<file path="src/rtl/gpsh_defines.vh">
/*
 constants of the gpio pin-sharing block: register indices, control fields,
 pin positions and reset values. assumes the includer uses the macros only.
*/
`ifndef GPSH_DEFINES_VH
`define GPSH_DEFINES_VH

// register indices, byte address is four times the index
`define GPSH_CTRL_IDX     16'hC006
`define GPSH_OUT_IDX      16'hC008
`define GPSH_DIR_IDX      16'hC009
`define GPSH_IN_IDX       16'hC00A
`define GPSH_CLAIM_IDX    16'hC00B

// reset values and masks
`define GPSH_CTRL_RST     16'h0000
`define GPSH_CTRL_MASK    16'h01FF
`define GPSH_OUT_RST      32'h00000000
`define GPSH_PIN_VALID    32'hE1F8FFFF

// control register fields
`define GPSH_F_HOST_EN    0
`define GPSH_F_FSP_EN     1
`define GPSH_F_SPI_EN     2
`define GPSH_F_UART_EN    3
`define GPSH_F_SPI_XM     4
`define GPSH_F_SSI_ALT    5
`define GPSH_F_FSP_XM     6
`define GPSH_F_I2C_EN     7
`define GPSH_F_ID_EN      8

// pin positions
`define GPSH_PIN_I2C_LSB  30
`define GPSH_PIN_ID       29
`define GPSH_PIN_HOST_INT 24
`define GPSH_PIN_HOST_LSB 19
`define GPSH_PIN_SSI_ALT  15
`define GPSH_PIN_FSP_LSB  12
`define GPSH_PIN_SPI_LSB  8
`define GPSH_PIN_SSI_STD  9
`define GPSH_PIN_UART_TX  7
`define GPSH_PIN_UART_RX  6

// idle levels seen by controllers when their pins are not routed, and fast serial pin enables
`define GPSH_HOST_IDLE    5'h1C
`define GPSH_SPI_IDLE     4'h2
`define GPSH_FSP_OE       4'h5

`endif

</file>
<file path="src/rtl/gpsh_pin_capture.v">
/*
 single-stage capture of raw pin levels into the gpio input register.
 assumes pins may change at any time; metastability is accepted by design.
*/
`timescale 1ns/1ps
`default_nettype none
module gpsh_pin_capture #(
    parameter WIDTH = 32
) (
    // clock and reset
    input  wire             pclk,
    input  wire             presetn,
    // pins in, captured bits out
    input  wire [WIDTH-1:0] pin_in,
    output reg  [WIDTH-1:0] cap_reg
);
    always @(posedge pclk or negedge presetn)
    begin
        if (!presetn)
            cap_reg <= {WIDTH{1'b0}};
        else
            cap_reg <= pin_in;
    end
endmodule // gpsh_pin_capture
`default_nettype wire

</file>
<file path="src/rtl/gpsh_pin_drive.v">
/*
 output stage of the pins: registers level and enable for each pin.
 assumes reset enables are given per pin by the parent.
*/
`timescale 1ns/1ps
`default_nettype none
module gpsh_pin_drive #(
    parameter WIDTH           = 32,
    parameter [WIDTH-1:0] RST_OE = {WIDTH{1'b0}}
) (
    // clock and reset
    input  wire             pclk,
    input  wire             presetn,
    // next level and enable
    input  wire [WIDTH-1:0] out_next,
    input  wire [WIDTH-1:0] oe_next,
    // pin drive
    output reg  [WIDTH-1:0] out_reg,
    output reg  [WIDTH-1:0] oe_reg
);
    always @(posedge pclk or negedge presetn)
    begin
        if (!presetn)
        begin
            out_reg <= {WIDTH{1'b0}};
            oe_reg  <= RST_OE;
        end
        else
        begin
            out_reg <= out_next;
            oe_reg  <= oe_next;
        end
    end
endmodule // gpsh_pin_drive
`default_nettype wire

</file>
<file path="src/rtl/gpsh_pin_share.v">
/*
 gpio pin sharing: routes the 25 gpio pins to the host port, fast serial
 port, spi, uart, eeprom i2c and id pin, with apb register access.
 assumes apb master in the pclk domain and on-chip controllers on pclk.
*/
// The APB slave port is this design's own decision.
`timescale 1ns/1ps
`default_nettype none
`include "gpsh_defines.vh"
module gpsh_pin_share (
    // clock and reset
    input  wire        pclk,
    input  wire        presetn,
    // apb slave
    input  wire        psel,
    input  wire        penable,
    input  wire        pwrite,
    input  wire [19:0] paddr,
    input  wire [31:0] pwdata,
    output reg  [31:0] prdata,
    output reg         pready,
    output reg         pslverr,
    // gpio pins
    input  wire [31:0] gpio_in,
    output wire [31:0] gpio_out,
    output wire [31:0] gpio_oe,
    // host parallel port controller
    input  wire        host_int,
    input  wire [15:0] host_data_bus_out,
    input  wire        host_data_bus_oe,
    output reg  [15:0] host_data_bus_in,
    output reg  [4:0]  host_ctl_in,
    // fast serial port controller
    input  wire        fast_serial_port_rts,
    input  wire        fast_serial_port_txd,
    output reg         fast_serial_port_cts,
    output reg         fast_serial_port_rxd,
    // fast serial port on external memory port
    input  wire [1:0]  xm_fsp_in,
    output reg  [1:0]  xm_fsp_out,
    // spi controller, order mosi sck select miso
    input  wire [3:0]  spi_out,
    input  wire [3:0]  spi_oe,
    output reg  [3:0]  spi_in,
    // spi on external memory port
    input  wire [3:0]  xm_spi_in,
    output reg  [3:0]  xm_spi_out,
    output reg  [3:0]  xm_spi_oe,
    // uart controller
    input  wire        uart_tx,
    output reg         uart_rx,
    // eeprom i2c master, bit 1 is pin 31
    input  wire [1:0]  i2c_drive_low,
    output reg  [1:0]  i2c_in,
    // dual-role id
    output reg         dual_role_id_pin,
    // effective interface enables
    output reg  [5:0]  if_active
);
    reg  [15:0] ctrl_reg;
    reg  [31:0] gpo_reg;
    reg  [31:0] dir_reg;
    reg  [31:0] rdata_next;
    reg         mapped_next;
    reg  [31:0] pin_o_next;
    reg  [31:0] pin_oe_next;
    reg  [31:0] claim_next;
    wire [31:0] cap;

    function [19:0] byte_addr;
        input [15:0] idx;
        begin
            byte_addr = {2'b00, idx, 2'b00};
        end
    endfunction

    // effective enables; host port wins over the three it excludes
    wire host_en = ctrl_reg[`GPSH_F_HOST_EN];
    wire fsp_en  = ctrl_reg[`GPSH_F_FSP_EN] & ~host_en;
    wire spi_en  = ctrl_reg[`GPSH_F_SPI_EN] & ~host_en;
    wire uart_en = ctrl_reg[`GPSH_F_UART_EN] & ~host_en;
    wire fsp_gp  = fsp_en & ~ctrl_reg[`GPSH_F_FSP_XM];
    wire fsp_xm  = fsp_en & ctrl_reg[`GPSH_F_FSP_XM];
    wire spi_gp  = spi_en & ~ctrl_reg[`GPSH_F_SPI_XM];
    wire spi_xm  = spi_en & ctrl_reg[`GPSH_F_SPI_XM];
    // alternate select shares pin 15 with cts, so fast serial keeps it
    wire ssi_alt = spi_gp & ctrl_reg[`GPSH_F_SSI_ALT] & ~fsp_gp;
    // never gated by other enables
    wire i2c_en  = ctrl_reg[`GPSH_F_I2C_EN];
    wire id_en   = ctrl_reg[`GPSH_F_ID_EN];

    wire setup     = psel & ~penable;
    wire access    = psel & penable & pready;
    wire hit_ctrl  = (paddr == byte_addr(`GPSH_CTRL_IDX));
    wire hit_out   = (paddr == byte_addr(`GPSH_OUT_IDX));
    wire hit_dir   = (paddr == byte_addr(`GPSH_DIR_IDX));
    wire hit_in    = (paddr == byte_addr(`GPSH_IN_IDX));
    wire hit_claim = (paddr == byte_addr(`GPSH_CLAIM_IDX));

    gpsh_pin_capture #(
        .WIDTH (32)
    ) u_capture (
        .pclk    (pclk),
        .presetn (presetn),
        .pin_in  (gpio_in),
        .cap_reg (cap)
    );

    // register read mux
    always @*
    begin
        mapped_next = 1'b1;
        if (hit_ctrl)
            rdata_next = {16'h0000, ctrl_reg};
        else if (hit_out)
            rdata_next = gpo_reg;
        else if (hit_dir)
            rdata_next = dir_reg;
        else if (hit_in)
            rdata_next = cap & `GPSH_PIN_VALID;
        else if (hit_claim)
            rdata_next = claim_next;
        else
        begin
            rdata_next  = 32'h00000000;
            mapped_next = 1'b0;
        end
    end

    // apb slave: one wait-free access phase, registers written at its edge
    always @(posedge pclk or negedge presetn)
    begin
        if (!presetn)
        begin
            prdata   <= 32'h00000000;
            pready   <= 1'b0;
            pslverr  <= 1'b0;
            ctrl_reg <= `GPSH_CTRL_RST;
            gpo_reg  <= `GPSH_OUT_RST;
            dir_reg  <= `GPSH_PIN_VALID;
        end
        else
        begin
            pready  <= setup;
            prdata  <= setup ? rdata_next : 32'h00000000;
            pslverr <= setup & ~mapped_next;
            if (access & pwrite)
            begin
                if (hit_ctrl)
                    ctrl_reg <= pwdata[15:0] & `GPSH_CTRL_MASK;
                else if (hit_out)
                    gpo_reg <= pwdata & `GPSH_PIN_VALID;
                else if (hit_dir)
                    dir_reg <= pwdata & `GPSH_PIN_VALID;
            end
        end
    end

    // pin routing; later assignments take pins from plain gpio use
    always @*
    begin
        pin_o_next  = gpo_reg & `GPSH_PIN_VALID;
        pin_oe_next = dir_reg & `GPSH_PIN_VALID;
        claim_next  = 32'h00000000;
        if (host_en)
        begin
            pin_o_next[24:19]  = {host_int, 5'h00};
            pin_oe_next[24:19] = 6'h20;
            pin_o_next[15:0]   = host_data_bus_out;
            pin_oe_next[15:0]  = {16{host_data_bus_oe}};
            claim_next[24:19]  = 6'h3F;
            claim_next[15:0]   = 16'hFFFF;
        end
        if (fsp_gp)
        begin
            pin_o_next[15:12]  = {1'b0, fast_serial_port_rts, 1'b0,
                                  fast_serial_port_txd};
            pin_oe_next[15:12] = `GPSH_FSP_OE;
            claim_next[15:12]  = 4'hF;
        end
        if (spi_gp)
        begin
            pin_o_next[11:8]  = spi_out;
            pin_oe_next[11:8] = spi_oe;
            claim_next[11:8]  = 4'hF;
            if (ssi_alt)
            begin
                pin_o_next[`GPSH_PIN_SSI_STD]  = gpo_reg[`GPSH_PIN_SSI_STD];
                pin_oe_next[`GPSH_PIN_SSI_STD] = dir_reg[`GPSH_PIN_SSI_STD];
                claim_next[`GPSH_PIN_SSI_STD]  = 1'b0;
                pin_o_next[`GPSH_PIN_SSI_ALT]  = 1'b0;
                pin_oe_next[`GPSH_PIN_SSI_ALT] = 1'b0;
                claim_next[`GPSH_PIN_SSI_ALT]  = 1'b1;
            end
        end
        if (uart_en)
        begin
            pin_o_next[`GPSH_PIN_UART_TX]  = uart_tx;
            pin_oe_next[`GPSH_PIN_UART_TX] = 1'b1;
            pin_o_next[`GPSH_PIN_UART_RX]  = 1'b0;
            pin_oe_next[`GPSH_PIN_UART_RX] = 1'b0;
            claim_next[7:6]                = 2'h3;
        end
        if (i2c_en)
        begin
            // open drain: enable only while pulling low
            pin_o_next[31:30]  = 2'h0;
            pin_oe_next[31:30] = i2c_drive_low;
            claim_next[31:30]  = 2'h3;
        end
        if (id_en)
        begin
            pin_o_next[`GPSH_PIN_ID]  = 1'b0;
            pin_oe_next[`GPSH_PIN_ID] = 1'b0;
            claim_next[`GPSH_PIN_ID]  = 1'b1;
        end
    end

    gpsh_pin_drive #(
        .WIDTH  (32),
        .RST_OE (`GPSH_PIN_VALID)
    ) u_drive (
        .pclk     (pclk),
        .presetn  (presetn),
        .out_next (pin_o_next),
        .oe_next  (pin_oe_next),
        .out_reg  (gpio_out),
        .oe_reg   (gpio_oe)
    );

    // controller inputs: one flop straight from the routed source
    always @(posedge pclk or negedge presetn)
    begin
        if (!presetn)
        begin
            host_data_bus_in     <= 16'h0000;
            host_ctl_in          <= `GPSH_HOST_IDLE;
            fast_serial_port_cts <= 1'b0;
            fast_serial_port_rxd <= 1'b1;
            xm_fsp_out           <= 2'h3;
            spi_in               <= `GPSH_SPI_IDLE;
            xm_spi_out           <= 4'h0;
            xm_spi_oe            <= 4'h0;
            uart_rx              <= 1'b1;
            i2c_in               <= 2'h3;
            dual_role_id_pin     <= 1'b1;
            if_active            <= 6'h00;
        end
        else
        begin
            if (host_en)
            begin
                host_data_bus_in <= gpio_in[15:0];
                host_ctl_in      <= gpio_in[23:19];
            end
            else
            begin
                host_data_bus_in <= 16'h0000;
                host_ctl_in      <= `GPSH_HOST_IDLE;
            end
            if (fsp_xm)
            begin
                fast_serial_port_cts <= xm_fsp_in[1];
                fast_serial_port_rxd <= xm_fsp_in[0];
            end
            else if (fsp_gp)
            begin
                fast_serial_port_cts <= gpio_in[15];
                fast_serial_port_rxd <= gpio_in[13];
            end
            else
            begin
                fast_serial_port_cts <= 1'b0;
                fast_serial_port_rxd <= 1'b1;
            end
            if (fsp_xm)
                xm_fsp_out <= {fast_serial_port_rts, fast_serial_port_txd};
            else
                xm_fsp_out <= 2'h3;
            if (spi_xm)
                spi_in <= xm_spi_in;
            else if (spi_gp)
                spi_in <= {gpio_in[11:10],
                           ssi_alt ? gpio_in[15] : gpio_in[9],
                           gpio_in[8]};
            else
                spi_in <= `GPSH_SPI_IDLE;
            if (spi_xm)
            begin
                xm_spi_out <= spi_out;
                xm_spi_oe  <= spi_oe;
            end
            else
            begin
                xm_spi_out <= 4'h0;
                xm_spi_oe  <= 4'h0;
            end
            uart_rx          <= uart_en ? gpio_in[`GPSH_PIN_UART_RX] : 1'b1;
            i2c_in           <= i2c_en ? gpio_in[31:30] : 2'h3;
            dual_role_id_pin <= id_en ? gpio_in[`GPSH_PIN_ID] : 1'b1;
            if_active        <= {id_en, i2c_en, uart_en, spi_en, fsp_en, host_en};
        end
    end
endmodule // gpsh_pin_share
`default_nettype wire

</file>
<file path="config.mk">
export PLATFORM = sky130hd
export DESIGN_NAME = gpsh_pin_share
export DESIGN_NICKNAME = d
export VERILOG_FILES = /design/src/rtl/gpsh_pin_capture.v /design/src/rtl/gpsh_pin_drive.v /design/src/rtl/gpsh_pin_share.v
export VERILOG_INCLUDE_DIRS = /design/src /design/src/rtl
export SDC_FILE = /design/constraint.sdc
export NUM_CORES = 1
export LEC_CHECK = 0
export ABC_AREA = 1
export BUFFER_PORTS_ARGS = -buffer_cell sky130_fd_sc_hd__buf_2
export CAP_MARGIN = 20
export CORE_ASPECT_RATIO = 1.2
export CORE_MARGIN = 8
export CORE_UTILIZATION = 25
export DETAILED_ROUTE_END_ITERATION = 8
export PLACE_DENSITY = 0.42
export SKIP_CTS_REPAIR_TIMING = 1
export SKIP_LAST_GASP = 1
export SYNTH_ARGS = -nofsm -noshare
export SYNTH_HDL_FRONTEND = slang
export SYNTH_HIERARCHICAL = 1
export SYNTH_SLANG_ARGS = --single-unit
</file>
<file path="constraint.sdc">
create_clock -name pclk -period 2.04 [get_ports pclk]
set_clock_uncertainty 0.1 [all_clocks]
set_input_delay 0.102 -clock pclk [delete_from_list [all_inputs] [get_ports pclk]]
set_output_delay 0.102 -clock pclk [all_outputs]
set_load 0.005 [all_outputs]
</file>
==> results of run 1 <==
==> power by group through the flow <==
stage / combinational, uW / clock (uW) / sequential, uW
finish: 494 / 4790 / 4460
global placement: 369 / 0 / 4540
global route: 556 / 5120 / 4470
CTS: 371 / 4970 / 4460
detailed placement: 370 / 0 / 4540
floorplan: 79.9 / 0 / 4540
==> layout make-up <==
| type | instances | area, um^2 | area share, % |
|---|---|---|---|
| multi-input cells | 486 | 2400 | 19.3 |
| clock inverters | 12 | 141 | 1.14 |
| inverters | 111 | 418 | 3.36 |
| well taps | 456 | 571 | 4.59 |
| flip-flops and latches | 222 | 5630 | 45.4 |
| clock buffers | 36 | 749 | 6.03 |
| repair buffers | 376 | 2500 | 20.1 |
| diodes | 1 | 2.50 | 0.0201 |
==> through the flow <==
step | instances | power (uW) | hold slack (ns) | worst slack (ns) | util, %
floorplan | 860 | 4620 | -0.294 | 0.445 | -
global placement | 1559 | 4910 | -0.0554 | 0.166 | 31.1
CTS | 1607 | 9800 | -0.637 | 0.279 | 33.7
global route | 1699 | 10100 | 0.00268 | 0.0450 | 36.4
detailed placement | 1559 | 4910 | -0.0574 | 0.132 | 31.1
finish | 1700 | 9750 | -0.0314 | 0.276 | 36.4
==> worst max-delay path: stages (launching register included) <==
cell and delay (ns):
dfrtp_2 0.46, nor3_4 0.26, nand2_1 0.12, nor2_2 0.36, o21ai_0 0.15, a21oi_1 0.14
a21oi_1 0.06
==> final timing paths <==
kind | cells after the start | endpoint | slack [ns]
max reg2reg | 6 | u_drive/out_reg[9] | 0.28
max in group asynchronous | 3 | if_active[4] | 1.05
min | 2 | u_drive/out_reg[30] | -0.03
max | 6 | u_drive/out_reg[9] | 0.28
min reg2reg | 2 | u_drive/oe_reg[29] | 0.35
min in group pclk | 8 | prdata[29] | 0.05
==> routing by layer <==
metal  up-vias  part of all wire (%)
met5         -                 0.037
met4         2                   2.7
met3        43                   5.4
met2       174                    51
met1      3316                    40
li1       3392                     -
==> placed cells by master, fill, tap and decap left out, drive strengths merged, types with 9 or more instances in the layout <==
master	count
dlygate4sd3	92
buf	284
dfrtp	161
nor2	59
clkinv	9
nand3	19
dfstp	61
conb	21
clkbuf	36
o21ai	117
a21oi	33
inv	110
nand2	197
==> reports/qor.csv, run 1 <==
metric,value,unit
crit_type,reg -> reg,
r2r_start,ctrl_reg[0],
die_area,0.0407,mm^2
core.rowCount,74,
critPathRequiredTime,2.36,ns
rsz0062_at_grt,no,
htreeDepth,1,
drv_slew,0,
finish.instance_area,0.0124,mm^2
overflow,0,
critPathLaunchType,flip-flop,
die-width,186,um
dieHeight,220,um
yosys_warnings,6,
drtIter0Drc,276,
gp_congestion,0.737,
dpl.hpwl,21600,um
p_seq_share,45.8,%
critPathLaunch,ctrl_reg[0],
use_met1,16.7,%
critPathArrivalTime,2.08,ns
syn_area_per_cell,10.3,um^2
cts_tree,done,
p_int,7630,uW
initial_core_util,25.3,%
nNetsFinal,1349,
finalSetupTns,0,ns
grt_use_met3,2.83,%
postPlaceCellArea,0.0106,mm^2
status,"finished, violations left",
drive_gt1_share,36.4,%
worstSkewPairLatency,0.54,ns
ant_nets,0,
io_buffers,249,
max-cap-violations,0,
grt_pass1_wl,43800,um
max-clock-path-buffers,3,
root_buffer,clkbuf_16,
setup_viol,0,
grt.total_usage,14.2,%
ir_drop,0.523,mV
drtPass1Iterations,4,
num_io_pins,271,
syn-cell-area,0.00863,mm^2
wl_per_cell,17.3,um
grtUsageMet2,25.4,%
grt-busiest-layer,met2,
power.switching,2120,uW
grt_pass1_vias,7156,
areaGrowthSynthToFinish,43.9,%
pwr_density_cell,785,mW/mm^2
fin_crit,1.76,ns
crit_fanout,9,
hold_viol_final,31,
viasPerCell,4.07,
power_leakage,0.00641,uW
endpoint_kind,flip-flop,
p_comb_share,5.1,%
path_clk_slew,0.06,ns
core,0.0341,mm^2
power_frac_clock,49.2,%
finalCritPeriodShare,86.5,%
hold_slack,-0.0314,ns
grt_max_degree,70,
fill_cells,3561,
synthCells,840,
violations,negative hold slack,
cts_buffers,26,
switching_share,21.7,%
cts.sinks,222,
hold_path_class,in -> async,
max_freq,567,MHz
wl,29400,um
drc_errors,0,
antenna_found_initial,1,
vias,6927,
No activity file was read; power rests on OpenSTA's default activity.
==> inputs of run 2 (changes only) <==
clock period = 1.9 ns   (was 2.04 ns; I/O delays follow)
==> reports/qor.csv, run 2 (synthesized netlist as in run 1, its figures left out) <==
metric,value,unit
worstMarginPinSlew,0.571,ns
drtPass1Iterations,4,
hold_viol_final,0,
crit_type,reg -> reg,
viasPerCell,4.06,
rsz0062_at_grt,no,
power_leakage,0.00648,uW
max-cap-violations,0,
core.rowCount,74,
areaGrowthSynthToFinish,45.1,%
critPathLaunchType,flip-flop,
pwr_density_cell,822,mW/mm^2
p_int,7990,uW
gp_congestion,0.739,
switching_share,22.4,%
endpoint_kind,flip-flop,
core,0.0341,mm^2
drc_errors,0,
p_comb_share,5.3,%
initial_core_util,25.3,%
root_buffer,clkbuf_16,
path_common_cell,a21oi_1,
ant_nets,0,
antenna_found_initial,0,
io_buffers,249,
finalSetupTns,0,ns
path_buf_inv,0,
htreeDepth,1,
hold_path_class,in -> async,
grt_max_degree,62,
finalCritPeriodShare,91.6,%
path_clk_slew,0.06,ns
drv_slew,0,
drtIter0Drc,220,
finish.instance_area,0.0125,mm^2
max_freq,575,MHz
cts_buffers,26,
layout_commonest_cell,buf_2,
overflow,0,
cts.sinks,222,
drive_gt1_share,37.3,%
fin_crit,1.74,ns
setup_viol,0,
mostFrequentLayoutCells,"buf_2, nand2_1, dfrtp_1, inv_1, dlygate4sd3_1",
nNetsFinal,1364,
dieHeight,220,um
num_io_pins,271,
critPathArrivalTime,2.08,ns
vias,6952,
cts_tree,done,
critPathRequiredTime,2.23,ns
path_cells,"nor3_4, nand2_1, nor2_2, o21ai_0, a21oi_1, a21oi_1",
status,completed,
critPathSlowestCell,dfrtp_2,
grt.total_usage,14.2,%
power_frac_clock,48.2,%
power.switching,2310,uW
cpPeakStageDelay,0.46,ns
wl,29700,um
wl_per_cell,17.3,um
die_area,0.0407,mm^2
crit_fanout,9,
grt_pass1_vias,7159,
worstSkewPairLatency,0.55,ns
relSlewSlack,61.9,%
num_antenna_cells,0,
die-width,186,um
dpl.hpwl,21900,um
p_seq_share,46.6,%
postPlaceCellArea,0.0108,mm^2
grt_pass1_wl,43400,um
ir_drop,0.598,mV
total_power,10300,uW
max-clock-path-buffers,3,
cp_top_family,simple AND/OR/NAND/NOR gates,
run 2: changes by cell type in the layout (fill, tap and decap cells not counted):
cell	before	now
buf_12	5	7
inv_6	0	1
bufinv_16	3	1
clkbuf_8	4	7
clkinv_2	8	6
dlygate4sd3_1	92	90
buf_4	30	45
diode_2	1	0
clkinv_8	0	1
clkbuf_16	27	26
run 2: final timing paths:
check,start,endpoint,slack [ns],cells after the start
setup / recovery,ctrl_reg[0],u_drive/out_reg[9],0.16,6
hold / removal,presetn,u_drive/out_reg[31],0.01,2
setup reg to reg,ctrl_reg[0],u_drive/out_reg[9],0.16,6
hold reg to reg,dir_reg[29],u_drive/oe_reg[29],0.36,2
max in group asynchronous,presetn,host_ctl_in[2],1.01,3
min in group pclk,paddr[4],prdata[29],0.04,8
run 2: metrics by stage:
step	setup slack, ns	cells	hold WS, ns	utilization (%)
final	0.160	1714	0.0124	36.7
after global routing	0.00880	1714	0.0560	36.7
after global placement	0.150	1576	0.00486	31.6
after floorplan	0.305	860	-0.301	-
after detailed placement	0.120	1576	0.00189	31.6
after CTS	0.139	1624	-0.588	34.1
run 2: power groups by stage:
stage / Clock, uW / Sequential [uW] / Combinational (uW)
2_1_floorplan: 0 / 4870 / 85.8
3_3_place_gp: 0 / 4880 / 411
3_5_place_dp: 0 / 4870 / 413
4_1_cts: 5170 / 4790 / 414
5_1_grt: 5300 / 4800 / 610
6_report: 4960 / 4790 / 544
run 2: layout make-up:
type,count,area (um^2)
fillers,3546,21600
clock buffers,38,766
multi-input cells,486,2400
well taps,456,571
repair buffers,391,2640
flip-flops and latches,222,5630
clock inverters,10,96.3
inverters,111,418
run 2: per-layer routing:
metal / track usage [%] / wire [um] / up-vias
met5: 0 / 0 / -
met4: 4.80 / 753 / 0
met3: 2.34 / 1540 / 46
met2: 26.4 / 15900 / 173
met1: 16.1 / 11500 / 3300
li1: - / - / 3433
